[src/include/twm_cfg.svh]
// Purpose: constants of the two-wire master-receiver controller
// Assumes: 100 MHz sys_clk, AXI4-Lite register access
// Notes:   status codes assume the prescaler field reads as zero
`ifndef TWM_CFG_SVH
`define TWM_CFG_SVH

// ----------------------------------------------------------------
// register map and fields
// ----------------------------------------------------------------
`define TWM_OFF_CTRL   8'h00
`define TWM_OFF_STAT   8'h04
`define TWM_OFF_DATA   8'h08
`define TWM_B_FLAG     7
`define TWM_B_ACK      6
`define TWM_B_STA      5
`define TWM_B_STO      4
`define TWM_B_WC       3
`define TWM_B_EN       2
`define TWM_B_IE       0
`define TWM_STAT_RST   8'hf8
`define TWM_RESP_OKAY  2'b00
`define TWM_RESP_SLV   2'b10

// ----------------------------------------------------------------
// status codes
// ----------------------------------------------------------------
`define TWM_ST_START   8'h08
`define TWM_ST_RSTART  8'h10
`define TWM_ST_WA_ACK  8'h18
`define TWM_ST_WA_NAK  8'h20
`define TWM_ST_WD_ACK  8'h28
`define TWM_ST_WD_NAK  8'h30
`define TWM_ST_LOST    8'h38
`define TWM_ST_RA_ACK  8'h40
`define TWM_ST_RA_NAK  8'h48
`define TWM_ST_RD_ACK  8'h50
`define TWM_ST_RD_NAK  8'h58

// ----------------------------------------------------------------
// timing
// ----------------------------------------------------------------
`define TWM_CLK_NS     10
`define TWM_QTR_NS     2500
`define TWM_QTR_CYC    ((`TWM_QTR_NS + `TWM_CLK_NS - 1) / `TWM_CLK_NS)

`endif

[src/include/twm_pkg.sv]
// Purpose: types of the two-wire master-receiver controller
// Assumes: nothing beyond SystemVerilog packages
// Notes:   pin struct carries open-drain out and enable pairs
package twm_pkg;

    typedef enum logic [2:0]
    {
        TWM_IDLE,
        TWM_WAIT_FREE,
        TWM_START,
        TWM_BIT,
        TWM_HOLD,
        TWM_LOST,
        TWM_STOP
    } twm_state_t;

    typedef struct packed
    {
        logic scl_o;
        logic scl_oe;
        logic sda_o;
        logic sda_oe;
    } twm_pins_t;

    typedef struct packed
    {
        logic scl;
        logic sda;
    } twm_line_t;

endpackage : twm_pkg

[src/logic/twm_line_sync.sv]
// Purpose: bring the two bus lines into the sys_clk domain
// Assumes: lines are asynchronous to sys_clk
// Notes:   prev is one cycle older than now, for edge finding
`timescale 1ns/1ps
module twm_line_sync (
    // clock and reset
    input  wire logic              sys_clk,
    input  wire logic              sys_rst,
    // raw and synchronised lines
    input  wire twm_pkg::twm_line_t line_in,
    output twm_pkg::twm_line_t     line_now,
    output twm_pkg::twm_line_t     line_prev
);
    import twm_pkg::*;

    logic [1:0] meta;
    logic [1:0] stab;
    logic [1:0] prev;

    genvar i;
    generate
        for (i = 0; i < 2; i++)
        begin : g_sync
            // idle bus is high, so reset to high
            always_ff @(posedge sys_clk)
            begin
                if (sys_rst)
                begin
                    meta[i] <= 1'b1;
                    stab[i] <= 1'b1;
                    prev[i] <= 1'b1;
                end
                else
                begin
                    meta[i] <= line_in[i];
                    stab[i] <= meta[i];
                    prev[i] <= stab[i];
                end
            end
        end
    endgenerate

    assign line_now  = stab;
    assign line_prev = prev;

endmodule : twm_line_sync

[src/logic/twm_master_rx.sv]
// Purpose: two-wire bus master controller, receive path, AXI4-Lite registers
// Assumes: 100 MHz sys_clk, synchronous active-high reset
// Notes:   bit timing is four fixed quarters; the slave may stretch the clock
//
// Local design decisions: register access over AXI4-Lite and the address map.
`timescale 1ns/1ps
`include "twm_cfg.svh"
module twm_master_rx (
    // clock and reset
    input  wire logic        sys_clk,
    input  wire logic        sys_rst,
    // axi4-lite write
    input  wire logic        awvalid,
    output logic             awready,
    input  wire logic [7:0]  awaddr,
    input  wire logic        wvalid,
    output logic             wready,
    input  wire logic [31:0] wdata,
    input  wire logic [3:0]  wstrb,
    output logic             bvalid,
    input  wire logic        bready,
    output logic [1:0]       bresp,
    // axi4-lite read
    input  wire logic        arvalid,
    output logic             arready,
    input  wire logic [7:0]  araddr,
    output logic             rvalid,
    input  wire logic        rready,
    output logic [31:0]      rdata,
    output logic [1:0]       rresp,
    // two-wire bus
    input  wire logic        scl_in,
    input  wire logic        sda_in,
    output twm_pkg::twm_pins_t pins_out
);
    import twm_pkg::*;

    localparam logic [8:0] QTR_M1 = 9'(`TWM_QTR_CYC - 1);

    // ----------------------------------------------------------------
    // declarations
    // ----------------------------------------------------------------
    logic       flag, ctl_ack, ctl_sta, ctl_sto, ctl_wc, ctl_en, ctl_ie;
    logic [1:0] prescaler;
    logic [7:0] status_code, data_reg;
    logic       aw_full, w_full;
    logic [7:0] aw_addr;
    logic [7:0] w_byte;
    logic       w_lane;
    twm_state_t state;
    logic [1:0] phase;
    logic [8:0] cnt;
    logic [3:0] bitn;
    logic [7:0] shreg;
    logic       tx, addr_byte, rd_dir, ack_rx, ack_sent, owner, busy;
    logic       scl_low, sda_low;
    twm_line_t  line_now, line_prev;

    function automatic logic reg_hit(input logic [7:0] a);
        reg_hit = (a == `TWM_OFF_CTRL) || (a == `TWM_OFF_STAT) || (a == `TWM_OFF_DATA);
    endfunction : reg_hit

    // high when the bit slot n pulls data low
    function automatic logic bit_drive(input logic [3:0] n, input logic t,
                                       input logic b7, input logic ak);
        if (n < 4'h8)
            bit_drive = t & ~b7;
        else
            bit_drive = ~t & ak;
    endfunction : bit_drive

    // ----------------------------------------------------------------
    // line synchroniser
    // ----------------------------------------------------------------
    twm_line_sync u_sync (
        .sys_clk   (sys_clk),
        .sys_rst   (sys_rst),
        .line_in   ('{scl: scl_in, sda: sda_in}),
        .line_now  (line_now),
        .line_prev (line_prev)
    );

    assign pins_out.scl_o  = 1'b0;
    assign pins_out.scl_oe = scl_low;
    assign pins_out.sda_o  = 1'b0;
    assign pins_out.sda_oe = sda_low;

    // ----------------------------------------------------------------
    // axi4-lite slave
    // ----------------------------------------------------------------
    wire wr_fire = aw_full && w_full && !bvalid;
    wire wr_ctl  = wr_fire && w_lane && (aw_addr == `TWM_OFF_CTRL);
    wire wr_stat = wr_fire && w_lane && (aw_addr == `TWM_OFF_STAT);
    wire wr_dat  = wr_fire && w_lane && (aw_addr == `TWM_OFF_DATA);
    wire [7:0] ctrl_rd = {flag, ctl_ack, ctl_sta, ctl_sto, ctl_wc, ctl_en, 1'b0, ctl_ie};
    wire [7:0] stat_rd = {status_code[7:3], 1'b0, prescaler};
    wire [7:0] rd_mux  = (araddr == `TWM_OFF_CTRL) ? ctrl_rd :
                         (araddr == `TWM_OFF_STAT) ? stat_rd :
                         (araddr == `TWM_OFF_DATA) ? data_reg : 8'h00;

    assign awready = !aw_full;
    assign wready  = !w_full;
    assign arready = !rvalid;

    always_ff @(posedge sys_clk)
    begin
        if (sys_rst)
        begin
            aw_full <= 1'b0;
            w_full  <= 1'b0;
            aw_addr <= 8'h00;
            w_byte  <= 8'h00;
            w_lane  <= 1'b0;
            bvalid  <= 1'b0;
            bresp   <= `TWM_RESP_OKAY;
        end
        else
        begin
            if (awvalid && awready)
            begin
                aw_full <= 1'b1;
                aw_addr <= awaddr;
            end
            if (wvalid && wready)
            begin
                w_full <= 1'b1;
                w_byte <= wdata[7:0];
                w_lane <= wstrb[0];
            end
            if (wr_fire)
            begin
                aw_full <= 1'b0;
                w_full  <= 1'b0;
                bvalid  <= 1'b1;
                bresp   <= reg_hit(aw_addr) ? `TWM_RESP_OKAY : `TWM_RESP_SLV;
            end
            else if (bvalid && bready)
                bvalid <= 1'b0;
        end
    end

    always_ff @(posedge sys_clk)
    begin
        if (sys_rst)
        begin
            rvalid <= 1'b0;
            rdata  <= 32'h0000_0000;
            rresp  <= `TWM_RESP_OKAY;
        end
        else if (arvalid && arready)
        begin
            rvalid <= 1'b1;
            rdata  <= {24'h00_0000, rd_mux};
            rresp  <= reg_hit(araddr) ? `TWM_RESP_OKAY : `TWM_RESP_SLV;
        end
        else if (rvalid && rready)
            rvalid <= 1'b0;
    end

    // ----------------------------------------------------------------
    // sequencer decode
    // ----------------------------------------------------------------
    wire running  = (state == TWM_START) || (state == TWM_BIT) || (state == TWM_STOP);
    wire step     = running && (cnt == QTR_M1);
    wire start_dn = step && (state == TWM_START) && (phase == 2'd3);
    wire sample   = step && (state == TWM_BIT) && (phase == 2'd1);
    wire byte_dn  = step && (state == TWM_BIT) && (phase == 2'd3) && (bitn == 4'h8);
    wire stop_dn  = step && (state == TWM_STOP) && (phase == 2'd3);
    wire lost_now = sample && !sda_low && !line_now.sda &&
                    ((tx && bitn < 4'h8) || (!tx && bitn == 4'h8));
    wire rx_load  = byte_dn && !tx;
    wire set_flag = start_dn || byte_dn || lost_now;
    wire [7:0] tx_code = !addr_byte ? (ack_rx ? `TWM_ST_WD_ACK : `TWM_ST_WD_NAK) :
                         rd_dir     ? (ack_rx ? `TWM_ST_RA_ACK : `TWM_ST_RA_NAK) :
                                      (ack_rx ? `TWM_ST_WA_ACK : `TWM_ST_WA_NAK);
    wire [7:0] next_code = lost_now ? `TWM_ST_LOST :
                           start_dn ? (owner ? `TWM_ST_RSTART : `TWM_ST_START) :
                           tx       ? tx_code :
                           (ack_sent ? `TWM_ST_RD_ACK : `TWM_ST_RD_NAK);
    wire bus_start = line_now.scl && line_prev.sda && !line_now.sda;
    wire bus_stop  = line_now.scl && !line_prev.sda && line_now.sda;
    wire code_addr = (status_code == `TWM_ST_START) || (status_code == `TWM_ST_RSTART);
    wire code_rx   = (status_code == `TWM_ST_RA_ACK) || (status_code == `TWM_ST_RD_ACK);
    wire code_tx   = (status_code == `TWM_ST_WA_ACK) || (status_code == `TWM_ST_WA_NAK) ||
                     (status_code == `TWM_ST_WD_ACK) || (status_code == `TWM_ST_WD_NAK);

    // ----------------------------------------------------------------
    // control, status and data registers
    // ----------------------------------------------------------------
    always_ff @(posedge sys_clk)
    begin
        if (sys_rst)
        begin
            {flag, ctl_ack, ctl_sta, ctl_sto, ctl_wc, ctl_en, ctl_ie} <= 7'h00;
            prescaler   <= 2'b00;
            status_code <= `TWM_STAT_RST;
            data_reg    <= 8'h00;
        end
        else
        begin
            if (wr_ctl)
            begin
                ctl_ack <= w_byte[`TWM_B_ACK];
                ctl_sta <= w_byte[`TWM_B_STA];
                ctl_en  <= w_byte[`TWM_B_EN];
                ctl_ie  <= w_byte[`TWM_B_IE];
            end
            if (wr_ctl)
                ctl_sto <= w_byte[`TWM_B_STO];
            else if (stop_dn)
                ctl_sto <= 1'b0;
            if (set_flag)
                flag <= 1'b1;
            else if (wr_ctl && w_byte[`TWM_B_FLAG])
                flag <= 1'b0;
            if (wr_dat)
                ctl_wc <= !flag;
            if (wr_stat)
                prescaler <= w_byte[1:0];
            if (set_flag)
                status_code <= next_code;
            if (rx_load)
                data_reg <= shreg;
            else if (wr_dat && flag)
                data_reg <= w_byte;
        end
    end

    // ----------------------------------------------------------------
    // bus activity tracking and quarter timer
    // ----------------------------------------------------------------
    always_ff @(posedge sys_clk)
    begin
        if (sys_rst)
            busy <= 1'b0;
        else if (bus_start)
            busy <= 1'b1;
        else if (bus_stop)
            busy <= 1'b0;
    end

    // phase 1 waits for the released clock to read high: slave stretching
    always_ff @(posedge sys_clk)
    begin
        if (sys_rst || !running || step || (phase == 2'd1 && !line_now.scl))
            cnt <= 9'd0;
        else
            cnt <= cnt + 9'd1;
    end

    // ----------------------------------------------------------------
    // bus sequencer
    // ----------------------------------------------------------------
    always_ff @(posedge sys_clk)
    begin
        if (sys_rst || !ctl_en)
        begin
            state   <= TWM_IDLE;
            {phase, bitn, shreg} <= 14'h0000;
            {tx, addr_byte, rd_dir, ack_rx, ack_sent, owner} <= 6'h00;
            scl_low <= 1'b0;
            sda_low <= 1'b0;
        end
        else
        begin
            if (step)
                phase <= phase + 2'd1;
            unique case (state)
                TWM_IDLE:
                    // start request goes to bus test
                    if (ctl_sta && !flag)
                        state <= TWM_WAIT_FREE;
                TWM_WAIT_FREE:
                    if (!busy)
                    begin
                        state   <= TWM_START;
                        phase   <= 2'd0;
                        sda_low <= 1'b0;
                    end
                TWM_START:
                    if (step)
                        unique case (phase)
                            2'd0: scl_low <= 1'b0;
                            2'd1: sda_low <= 1'b1;
                            2'd2: scl_low <= 1'b1;
                            2'd3:
                            begin
                                owner <= 1'b1;
                                state <= TWM_HOLD;
                            end
                        endcase
                TWM_BIT:
                    if (lost_now)
                    begin
                        // lose arbitration, let go of both lines
                        state   <= TWM_LOST;
                        owner   <= 1'b0;
                        scl_low <= 1'b0;
                        sda_low <= 1'b0;
                    end
                    else if (step)
                        unique case (phase)
                            2'd0: scl_low <= 1'b0;
                            2'd1:
                                if (bitn < 4'h8)
                                    shreg <= {shreg[6:0], line_now.sda};
                                else
                                    ack_rx <= !line_now.sda;
                            2'd2: scl_low <= 1'b1;
                            2'd3:
                                if (bitn == 4'h8)
                                begin
                                    state   <= TWM_HOLD;
                                    sda_low <= 1'b0;
                                    if (addr_byte)
                                        tx <= !rd_dir;
                                end
                                else
                                begin
                                    bitn    <= bitn + 4'h1;
                                    sda_low <= bit_drive(bitn + 4'h1, tx, shreg[7], ack_sent);
                                end
                        endcase
                TWM_HOLD:
                    if (!flag)
                    begin
                        phase <= 2'd0;
                        bitn  <= 4'h0;
                        if (ctl_sto)
                        begin
                            // stop first, start after if asked
                            state   <= TWM_STOP;
                            sda_low <= 1'b1;
                        end
                        else if (ctl_sta)
                        begin
                            state   <= TWM_START;
                            sda_low <= 1'b0;
                        end
                        else if (code_addr || code_tx)
                        begin
                            state     <= TWM_BIT;
                            tx        <= 1'b1;
                            addr_byte <= code_addr;
                            if (code_addr)
                                rd_dir <= data_reg[0];
                            shreg     <= data_reg;
                            sda_low   <= bit_drive(4'h0, 1'b1, data_reg[7], ctl_ack);
                        end
                        else if (code_rx)
                        begin
                            // receive, answer as acknowledge enable says
                            state     <= TWM_BIT;
                            tx        <= 1'b0;
                            addr_byte <= 1'b0;
                            ack_sent  <= ctl_ack;
                            sda_low   <= 1'b0;
                        end
                    end
                TWM_LOST:
                    // retry start or drop to unaddressed
                    if (!flag)
                        state <= ctl_sta ? TWM_WAIT_FREE : TWM_IDLE;
                TWM_STOP:
                    if (step)
                        unique case (phase)
                            2'd0: scl_low <= 1'b0;
                            2'd1: sda_low <= 1'b0;
                            2'd2: owner   <= 1'b0;
                            2'd3: state   <= ctl_sta ? TWM_WAIT_FREE : TWM_IDLE;
                        endcase
            endcase
        end
    end
endmodule : twm_master_rx

[config.mk]
export PLATFORM = sky130hd
export DESIGN_NAME = twm_master_rx
export DESIGN_NICKNAME = d
export VERILOG_FILES = /design/src/include/twm_pkg.sv /design/src/logic/twm_line_sync.sv /design/src/logic/twm_master_rx.sv
export VERILOG_INCLUDE_DIRS = /design/src /design/src/include
export SDC_FILE = /design/constraint.sdc
export NUM_CORES = 1
export LEC_CHECK = 0
export BUFFER_PORTS_ARGS = -buffer_cell sky130_fd_sc_hd__buf_2
export CAP_MARGIN = 0
export CORE_MARGIN = 2
export CORE_UTILIZATION = 30
export DETAILED_ROUTE_END_ITERATION = 10
export PLACE_DENSITY = 0.46
export SLEW_MARGIN = 10
export SYNTH_ARGS = -nofsm -noshare
export SYNTH_HDL_FRONTEND = slang
export SYNTH_HIERARCHICAL = 1
export SYNTH_SLANG_ARGS = --single-unit
[constraint.sdc]
create_clock -name sys_clk -period 2.4 [get_ports sys_clk]
set_input_delay 0.12 -clock sys_clk [delete_from_list [all_inputs] [get_ports sys_clk]]
set_output_delay 0.12 -clock sys_clk [all_outputs]
set_load 0.02 [all_outputs]
==> results.toml, run 1 <==
[status]
outcome = "complete, no violations"

[drt]
drt_first_pass_iters = 4
viasPerCell = 4.76
drtIter0Drc = 190
wl_um = 11800
avgRoutedWirePerCell_um = 13.8
drcViolationCount = 0
vias = 4069
detail-route-antenna-nets = 0

[layout]
layout-drive-gt1-share = 0.165
num-fill-cells = 1624
largest_reg_flops = 9
mostFrequentLayoutCell = "dfxtp_1"
multiInputGateArea_um2 = 2530
area_growth_pct = 18.0
seq_area_um2 = 1860
final_cell_mix = "93 x dfxtp_1, 80 x nor2_1, 77 x nand2_1"
diodes = 0
largest-register = "cnt"
fin_nets = 709

[power_and_ir_drop]
p_sw_frac = 0.244
p_int_mw = 2.43
power_frac_clock = 0.427
pwr-share-seq = 0.500
p_leak_nw = 2.25
power.switching_mw = 0.786
power_frac_comb = 0.073
p_per_area_nw_per_um2 = 579
irDropWorstVdd_v = 0.000313

[global_routing]
grt_pass1_vias = 3868
grt_pass1_wl_um = 19500
grtUsageTotal = 0.148
grt-ovfl-total = 0
use_met3 = 0.0235
antenna_found_initial = 0
grt_max_degree = 55
use_met2 = 0.233
use_met1 = 0.199
grt_busiest_layer = "met2"

[sta]
period_share = 0.940
tightest_slew_ns = 0.867
period_needed_ns = 2.26
holdWs_ns = 0.00980
report.final.hold_viol_count = 0
slew_viol_final = 0
timing.final.ws_setup_ns = 0.143
rsz0062_at_grt = "false"
fin_skew_ns = 0.00915
tns_ns = 0
slew_headroom = 0.418
max_freq_ghz = 0.443
finalSetupViolations = 0

[setup_path]
worst_ep_arrival_time_ns = 2.53
worstPathRequired_ns = 2.67
crit_fanout = 9
worst-setup-path-type = "reg2reg"
path_cells = "inv_1 -> ha_1 -> and4bb_2 -> a221oi_1 -> o211ai_1 -> nor2_1"
slowest_stage = "a221oi_1"
reg2reg_depth = 6
worst_setup_path_end_kind = "flop"
startpoint = "cnt[1]"
slowest_delay_ns = 0.63
cp-start-kind = "flop"
rr_startpoint = "cnt[1]"

[run]
max_cap_viol_count = 0

[clock_tree]
tritoncts = "done"
clkLatencyLatePin_ns = 0.34
cts.clk_slew.worst_paths_ns = 0.07
root_buffer = "clkbuf_16"
h-tree-depth = 3
cts-buffers-inserted = 9
cts_buffer_depth = 2
numClockSinks = 93

[floorplanning]
dieArea_um2 = 16700
start_util = 0.308
fp-row-count = 45
die_h_um = 129
die-width_um = 129
coreArea_um2 = 15300
ios = 106

[synthesis]
syn_avg_cell_area_um2 = 8.18
synthesis.area_um2 = 4710
syn_inst = 575
ys_warn_count = 6

[place]
port_buffers = 50
post-place-ws_ns = -0.00467
dp_hpwl_um = 8910
place_congestion = 0.831

[hold_path]
holdCritPathClass = "in2reg"
min_path_cells = 3
worstHoldStart = "wdata[4]"
## worst paths after layout
| path | endpoint | slack, ns |
|---|---|---|
| setup / recovery | cnt[7] | 0.14 |
| hold / removal | w_byte[4] | 0.01 |
| setup reg to reg | cnt[7] | 0.14 |
| hold reg to reg | u_sync/line_now[0] | 0.41 |
## layout make-up
cell class / count / share of cell area
clock buffers: 12 / 0.0462
clock inverters: 4 / 0.00541
inverters: 20 / 0.0135
multi-input cells: 429 / 0.456
flip-flops and latches: 93 / 0.335
well taps: 211 / 0.0476
repair buffers: 85 / 0.0956
## critical path, delay by kind of cell (launching register included)
kind	cells	cell delay, ns
adders and majority gates	1	0.19
DFF	1	0.35
AOI/OAI and AO/OA	2	1.13
and+or+nand+nor	2	0.47
buffers and inverters	1	0.05
## power by group through the flow
stage	sequential, mW	combinational [mW]	clock [mW]
2_1_floorplan	1.65	0.175	0
3_3_place_gp	1.64	0.226	0
3_5_place_dp	1.64	0.228	0
4_1_cts	1.61	0.238	1.42
5_1_grt	1.61	0.262	1.49
6_report	1.61	0.235	1.37
## through the flow
step                instance area [um2]  power, mW   util  cells
global placement                   5180       1.87  0.339    831
finish                             5550       3.22  0.364    854
CTS                                5540       3.27  0.363    854
global route                       5550       3.37  0.364    854
detailed placement                 5180       1.87  0.339    831
floorplan                          4810       1.83      -    602
## per-layer routing
metal | up-vias | share of wire
met5 | - | 0
met4 | 0 | 0.022
met3 | 16 | 0.040
met2 | 85 | 0.45
met1 | 1900 | 0.49
li1 | 2068 | -
## timing repair
item                       in CTS  in global routing
hold endpoints to repair        7                  0
setup buffers                   0                  0
hold buffers                    7                  0
gates resized for setup         1                  2
setup endpoints to repair       3                  2
No activity file was read; power rests on OpenSTA's default activity.
==> inputs of run 2 (changes only) <==
- CELL_PAD_IN_SITES_DETAIL_PLACEMENT: not set -> 1
- CELL_PAD_IN_SITES_GLOBAL_PLACEMENT: not set -> 2
- CORE_MARGIN: 2 -> not set
- PLACE_DENSITY: 0.46 -> 0.74
- REMOVE_ABC_BUFFERS: not set -> 1
==> results.toml, run 2 (synthesized netlist as in run 1, its figures left out) <==
[global_routing]
grt-ovfl-total = 0
antenna_found_initial = 0
grt_pass1_wl_um = 21600
grt_max_degree = 55
grtUsageTotal = 0.169
grt_pass1_vias = 4310

[sta]
tns_ns = 0
max_freq_ghz = 0.440
tightest_slew_ns = 0.819
rsz0062_at_grt = "false"
slew_viol_final = 0
fin_skew_ns = 0.00910
period_share = 0.947
finalSetupViolations = 0
holdWs_ns = 0.0104
period_needed_ns = 2.27
report.final.hold_viol_count = 0
slew_headroom = 0.452

[layout]
area_growth_pct = 17.7
fin_area_um2 = 5540
layout-drive-gt1-share = 0.165
largest-register = "cnt"
largest_reg_flops = 9
final_cells = 854
diodes = 0
num-fill-cells = 1856
final_cell_mix = "93 x dfxtp_1, 80 x nor2_1, 78 x nand2_1"
mostFrequentLayoutCell = "dfxtp_1"
fin_nets = 709

[clock_tree]
cts_buffer_depth = 2
h-tree-depth = 3
clkLatencyLatePin_ns = 0.35
cts-buffers-inserted = 9
root_buffer = "clkbuf_16"
numClockSinks = 93
tritoncts = "done"
cts.clk_slew.worst_paths_ns = 0.07

[floorplanning]
die_h_um = 127
ios = 106
dieArea_um2 = 16200
fp-row-count = 45
coreArea_um2 = 15300
die-width_um = 127
start_util = 0.308

[status]
outcome = "complete, no violations"

[drt]
vias = 4224
met1Wirelength_um = 6140
wl_met2_um = 6140
topRoutingLayerUsed = "met4"
drcViolationCount = 0
drt_first_pass_iters = 4
wl_um = 12900
wl_met3_um = 399
drtIter0Drc = 129
avgRoutedWirePerCell_um = 15.1
viasPerCell = 4.95
detail-route-antenna-nets = 0

[setup_path]
worst_setup_path_end_kind = "flop"
path_cells = "nor4_1 -> or4_4 -> a221oi_2 -> nand4_2 -> or3_1 -> a21oi_1"
cp-start-kind = "flop"
worst-setup-path-type = "reg2reg"
worstPathRequired_ns = 2.67
slowest_delay_ns = 0.55
crit_fanout = 8
worst_ep_arrival_time_ns = 2.54
slowest_stage = "or4_4"

[place]
placed_area_um2 = 5190
placed_cells = 833
place_congestion = 0.795
dp_hpwl_um = 9690
port_buffers = 50

[power_and_ir_drop]
p_leak_nw = 2.25
irDropWorstVdd_v = 0.000249
p_total_mw = 3.22
p_per_area_nw_per_um2 = 582

[hold_path]
holdCritPathClass = "in2reg"

[run]
max_cap_viol_count = 0
run 2: routing by layer:
layer  track usage  vias up
met4        0.0630        0
li1              -     2060
met5             0        -
met2         0.290       78
met3        0.0226       14
met1         0.215     2072
run 2: cell type report:
type                    instances  area (um2)  area share
multi-input cells             429        2530       0.456
flip-flops and latches         93        1860       0.336
repair buffers                 85         526      0.0949
well taps                     211         264      0.0477
clock buffers                  12         256      0.0463
inverters                      20        75.1      0.0136
clock inverters                 4        30.0     0.00542
run 2: final timing paths:
check | start | cells past startpoint | slack, ns | end
setup / recovery | status_code[3] | 6 | 0.13 | state[2]
hold / removal | awaddr[5] | 3 | 0.01 | aw_addr[5]
setup reg to reg | status_code[3] | 6 | 0.13 | state[2]
hold reg to reg | u_sync/meta[0] | 1 | 0.41 | u_sync/line_now[0]
run 2: timing repair:
item                                    in CTS  in global routing
setup buffers                                0                  0
hold endpoints to repair                     5                  0
hold buffers                                 5                  0
resized for setup                            0                  1
endpoints found under the setup margin       0                  1
run 2: power breakdown:
part	internal (mW)	leakage [nW]	switching (mW)	total, mW
registers	1.58	0.756	0.0280	1.61
logic	0.0843	1.35	0.153	0.238
clock network	0.763	0.139	0.612	1.37
run 2: through the flow:
stage,setup WS [ns],util
6_report,0.128,0.363
5_1_grt,0.0167,0.363
4_1_cts,0.125,0.362
3_5_place_dp,0.139,0.340
3_3_place_gp,0.199,0.340
2_1_floorplan,0.276,-
run 2: worst max-delay path, delay by kind of cell (launching register included):
kind               cells  cell delay (ns)
DFF                    1             0.48
and+or+nand+nor        4             1.23
AOI/OAI and AO/OA      2             0.49
==> inputs of run 3 (changes only) <==
==> constraint.sdc (replaced) <==
create_clock -name sys_clk -period 2.4 [get_ports sys_clk]
set_input_delay 0.36 -clock sys_clk [delete_from_list [all_inputs] [get_ports sys_clk]]
set_output_delay 0.36 -clock sys_clk [all_outputs]
set_load 0.02 [all_outputs]
==> results.toml, run 3 (synthesized netlist as in run 1, its figures left out) <==
[drt]
detail-route-antenna-nets = 0
drcViolationCount = 0
drtIter0Drc = 141
vias = 4153
wl_um = 13000
drt_first_pass_iters = 4
avgRoutedWirePerCell_um = 15.3
viasPerCell = 4.89

[sta]
tns_ns = 0
slew_viol_final = 0
period_needed_ns = 2.26
report.final.hold_viol_count = 0
rsz0062_at_grt = "false"
fin_skew_ns = 0.0103
period_share = 0.942
tightest_slew_ns = 0.767
max_freq_ghz = 0.443
finalSetupViolations = 0
slew_headroom = 0.487

[setup_path]
worst_ep_arrival_time_ns = 2.53
slowest_stage = "or4_4"
crit_fanout = 8
reg2reg_depth = 6
cp-start-kind = "flop"
reg2reg_to = "state[2]"
worst-setup-path-type = "reg2reg"
path_cells = "nor4_1 -> or4_4 -> a221oi_2 -> nand4_2 -> or3_1 -> a21oi_1"
slowest_delay_ns = 0.55
worst_setup_path_end_kind = "flop"
rr_startpoint = "status_code[5]"
worstPathRequired_ns = 2.67
r2r_setup_slack_ns = 0.14

[layout]
layout-drive-gt1-share = 0.177
area_growth_pct = 17.4
largest-register = "cnt"
fin_area_um2 = 5520
num-fill-cells = 1833
fin_nets = 705
diodes = 0
mostFrequentLayoutCell = "dfxtp_1"
final_cell_mix = "90 x dfxtp_1, 80 x nor2_1, 77 x nand2_1"
largest_reg_flops = 9

[clock_tree]
cts.clk_slew.worst_paths_ns = 0.07
root_buffer = "clkbuf_16"
cts-buffers-inserted = 9
cts_buffer_depth = 2
numClockSinks = 93
h-tree-depth = 3
tritoncts = "done"
clkLatencyLatePin_ns = 0.35

[hold_path]
hold_end = "rvalid"
min_path_cells = 2
holdCritPathClass = "in2reg"
worstHoldStart = "rready"

[floorplanning]
die-width_um = 127
fp-row-count = 45
ios = 106
start_util = 0.308
die_h_um = 127
coreArea_um2 = 15300
dieArea_um2 = 16200

[global_routing]
antenna_found_initial = 0
grt_pass1_vias = 4214
grt_pass1_wl_um = 21500
grt-ovfl-total = 0
grtUsageTotal = 0.169
grt_max_degree = 55

[power_and_ir_drop]
power_frac_clock = 0.438
power_frac_comb = 0.071
p_per_area_nw_per_um2 = 593
p_int_mw = 2.47
power.switching_mw = 0.803
p_leak_nw = 2.23
p_sw_frac = 0.245
pwr-share-seq = 0.491
irDropWorstVdd_v = 0.000330

[place]
dp_hpwl_um = 9680
placed_area_um2 = 5190
place_congestion = 0.822
port_buffers = 50

[run]
max_cap_viol_count = 0

[status]
outcome = "complete, no violations"
## run 3: cell types whose count changed in the layout (fill, tap and decap cells not counted), moves of 2 or more
| cell | delta |
|---|---|
| dlygate4sd3_1 | -5 |
| dfxtp_1 | -3 |
| clkbuf_8 | -2 |
| dfxtp_2 | +3 |
## run 3: worst max path at each step
stage | slack (ns) | end | depth (start not counted) | start
after floorplan | 0.28 | shreg[0] | 7 | cnt[0]
after global placement | 0.19 | state[2] | 6 | status_code[3]
after detailed placement | 0.14 | shreg[4] | 8 | cnt[0]
after CTS | 0.12 | bitn[2] | 7 | cnt[0]
after global routing | 0.006 | bitn[2] | 8 | bitn[1]
final | 0.14 | state[2] | 6 | status_code[5]
## run 3: timing repair
action / in CTS / in global routing
endpoints found under the setup margin: 0 / 4
buffers inserted: 0 / 1
hold buffers: 0 / 0
gates resized for setup: 0 / 8
## run 3: through the flow
step                 util  hold slack, ns  power, mW  std cells  setup WS, ns
detailed placement  0.340           0.399       1.88        833         0.136
CTS                 0.359           0.171       3.34        849         0.119
global route        0.362           0.186       3.42        850       0.00643
global placement    0.340           0.386       1.87        833         0.191
finish              0.362           0.185       3.28        850         0.140
floorplan               -           0.383       1.78        542         0.276
## run 3: power by group through the flow
| stage | sequential [mW] | combinational [mW] | clock, mW |
|---|---|---|---|
| after floorplan | 1.65 | 0.127 | 0 |
| after global placement | 1.64 | 0.229 | 0 |
| after detailed placement | 1.64 | 0.234 | 0 |
| after CTS | 1.61 | 0.234 | 1.50 |
| after global routing | 1.61 | 0.259 | 1.54 |
| final | 1.61 | 0.232 | 1.43 |
## run 3: worst max-delay path, delay by kind of cell, from the launching register on
| kind | cells | cell delay (ns) |
|---|---|---|
| AND/OR/NAND/NOR | 4 | 1.21 |
| AO/OA/AOI/OAI | 2 | 0.49 |
| flip-flops | 1 | 0.48 |
## run 3: routing by layer
layer | global-route usage | wire length (um) | vias to the layer above
met2 | 0.278 | 6110 | 73
li1 | - | - | 2054
met4 | 0.0749 | 277 | 0
met3 | 0.0239 | 416 | 19
met1 | 0.221 | 6180 | 2007
met5 | 0 | 0 | -
## run 3: area by class of cell
class                      instances  area (um2)  area share
timing repair buffer              81         483      0.0874
sequential                        93        1870       0.338
inverter                          20        75.1      0.0136
clock inverter                     5        60.1      0.0109
clock buffer                      11         233      0.0421
tap                              211         264      0.0478
multi-input combinational        429        2540       0.460
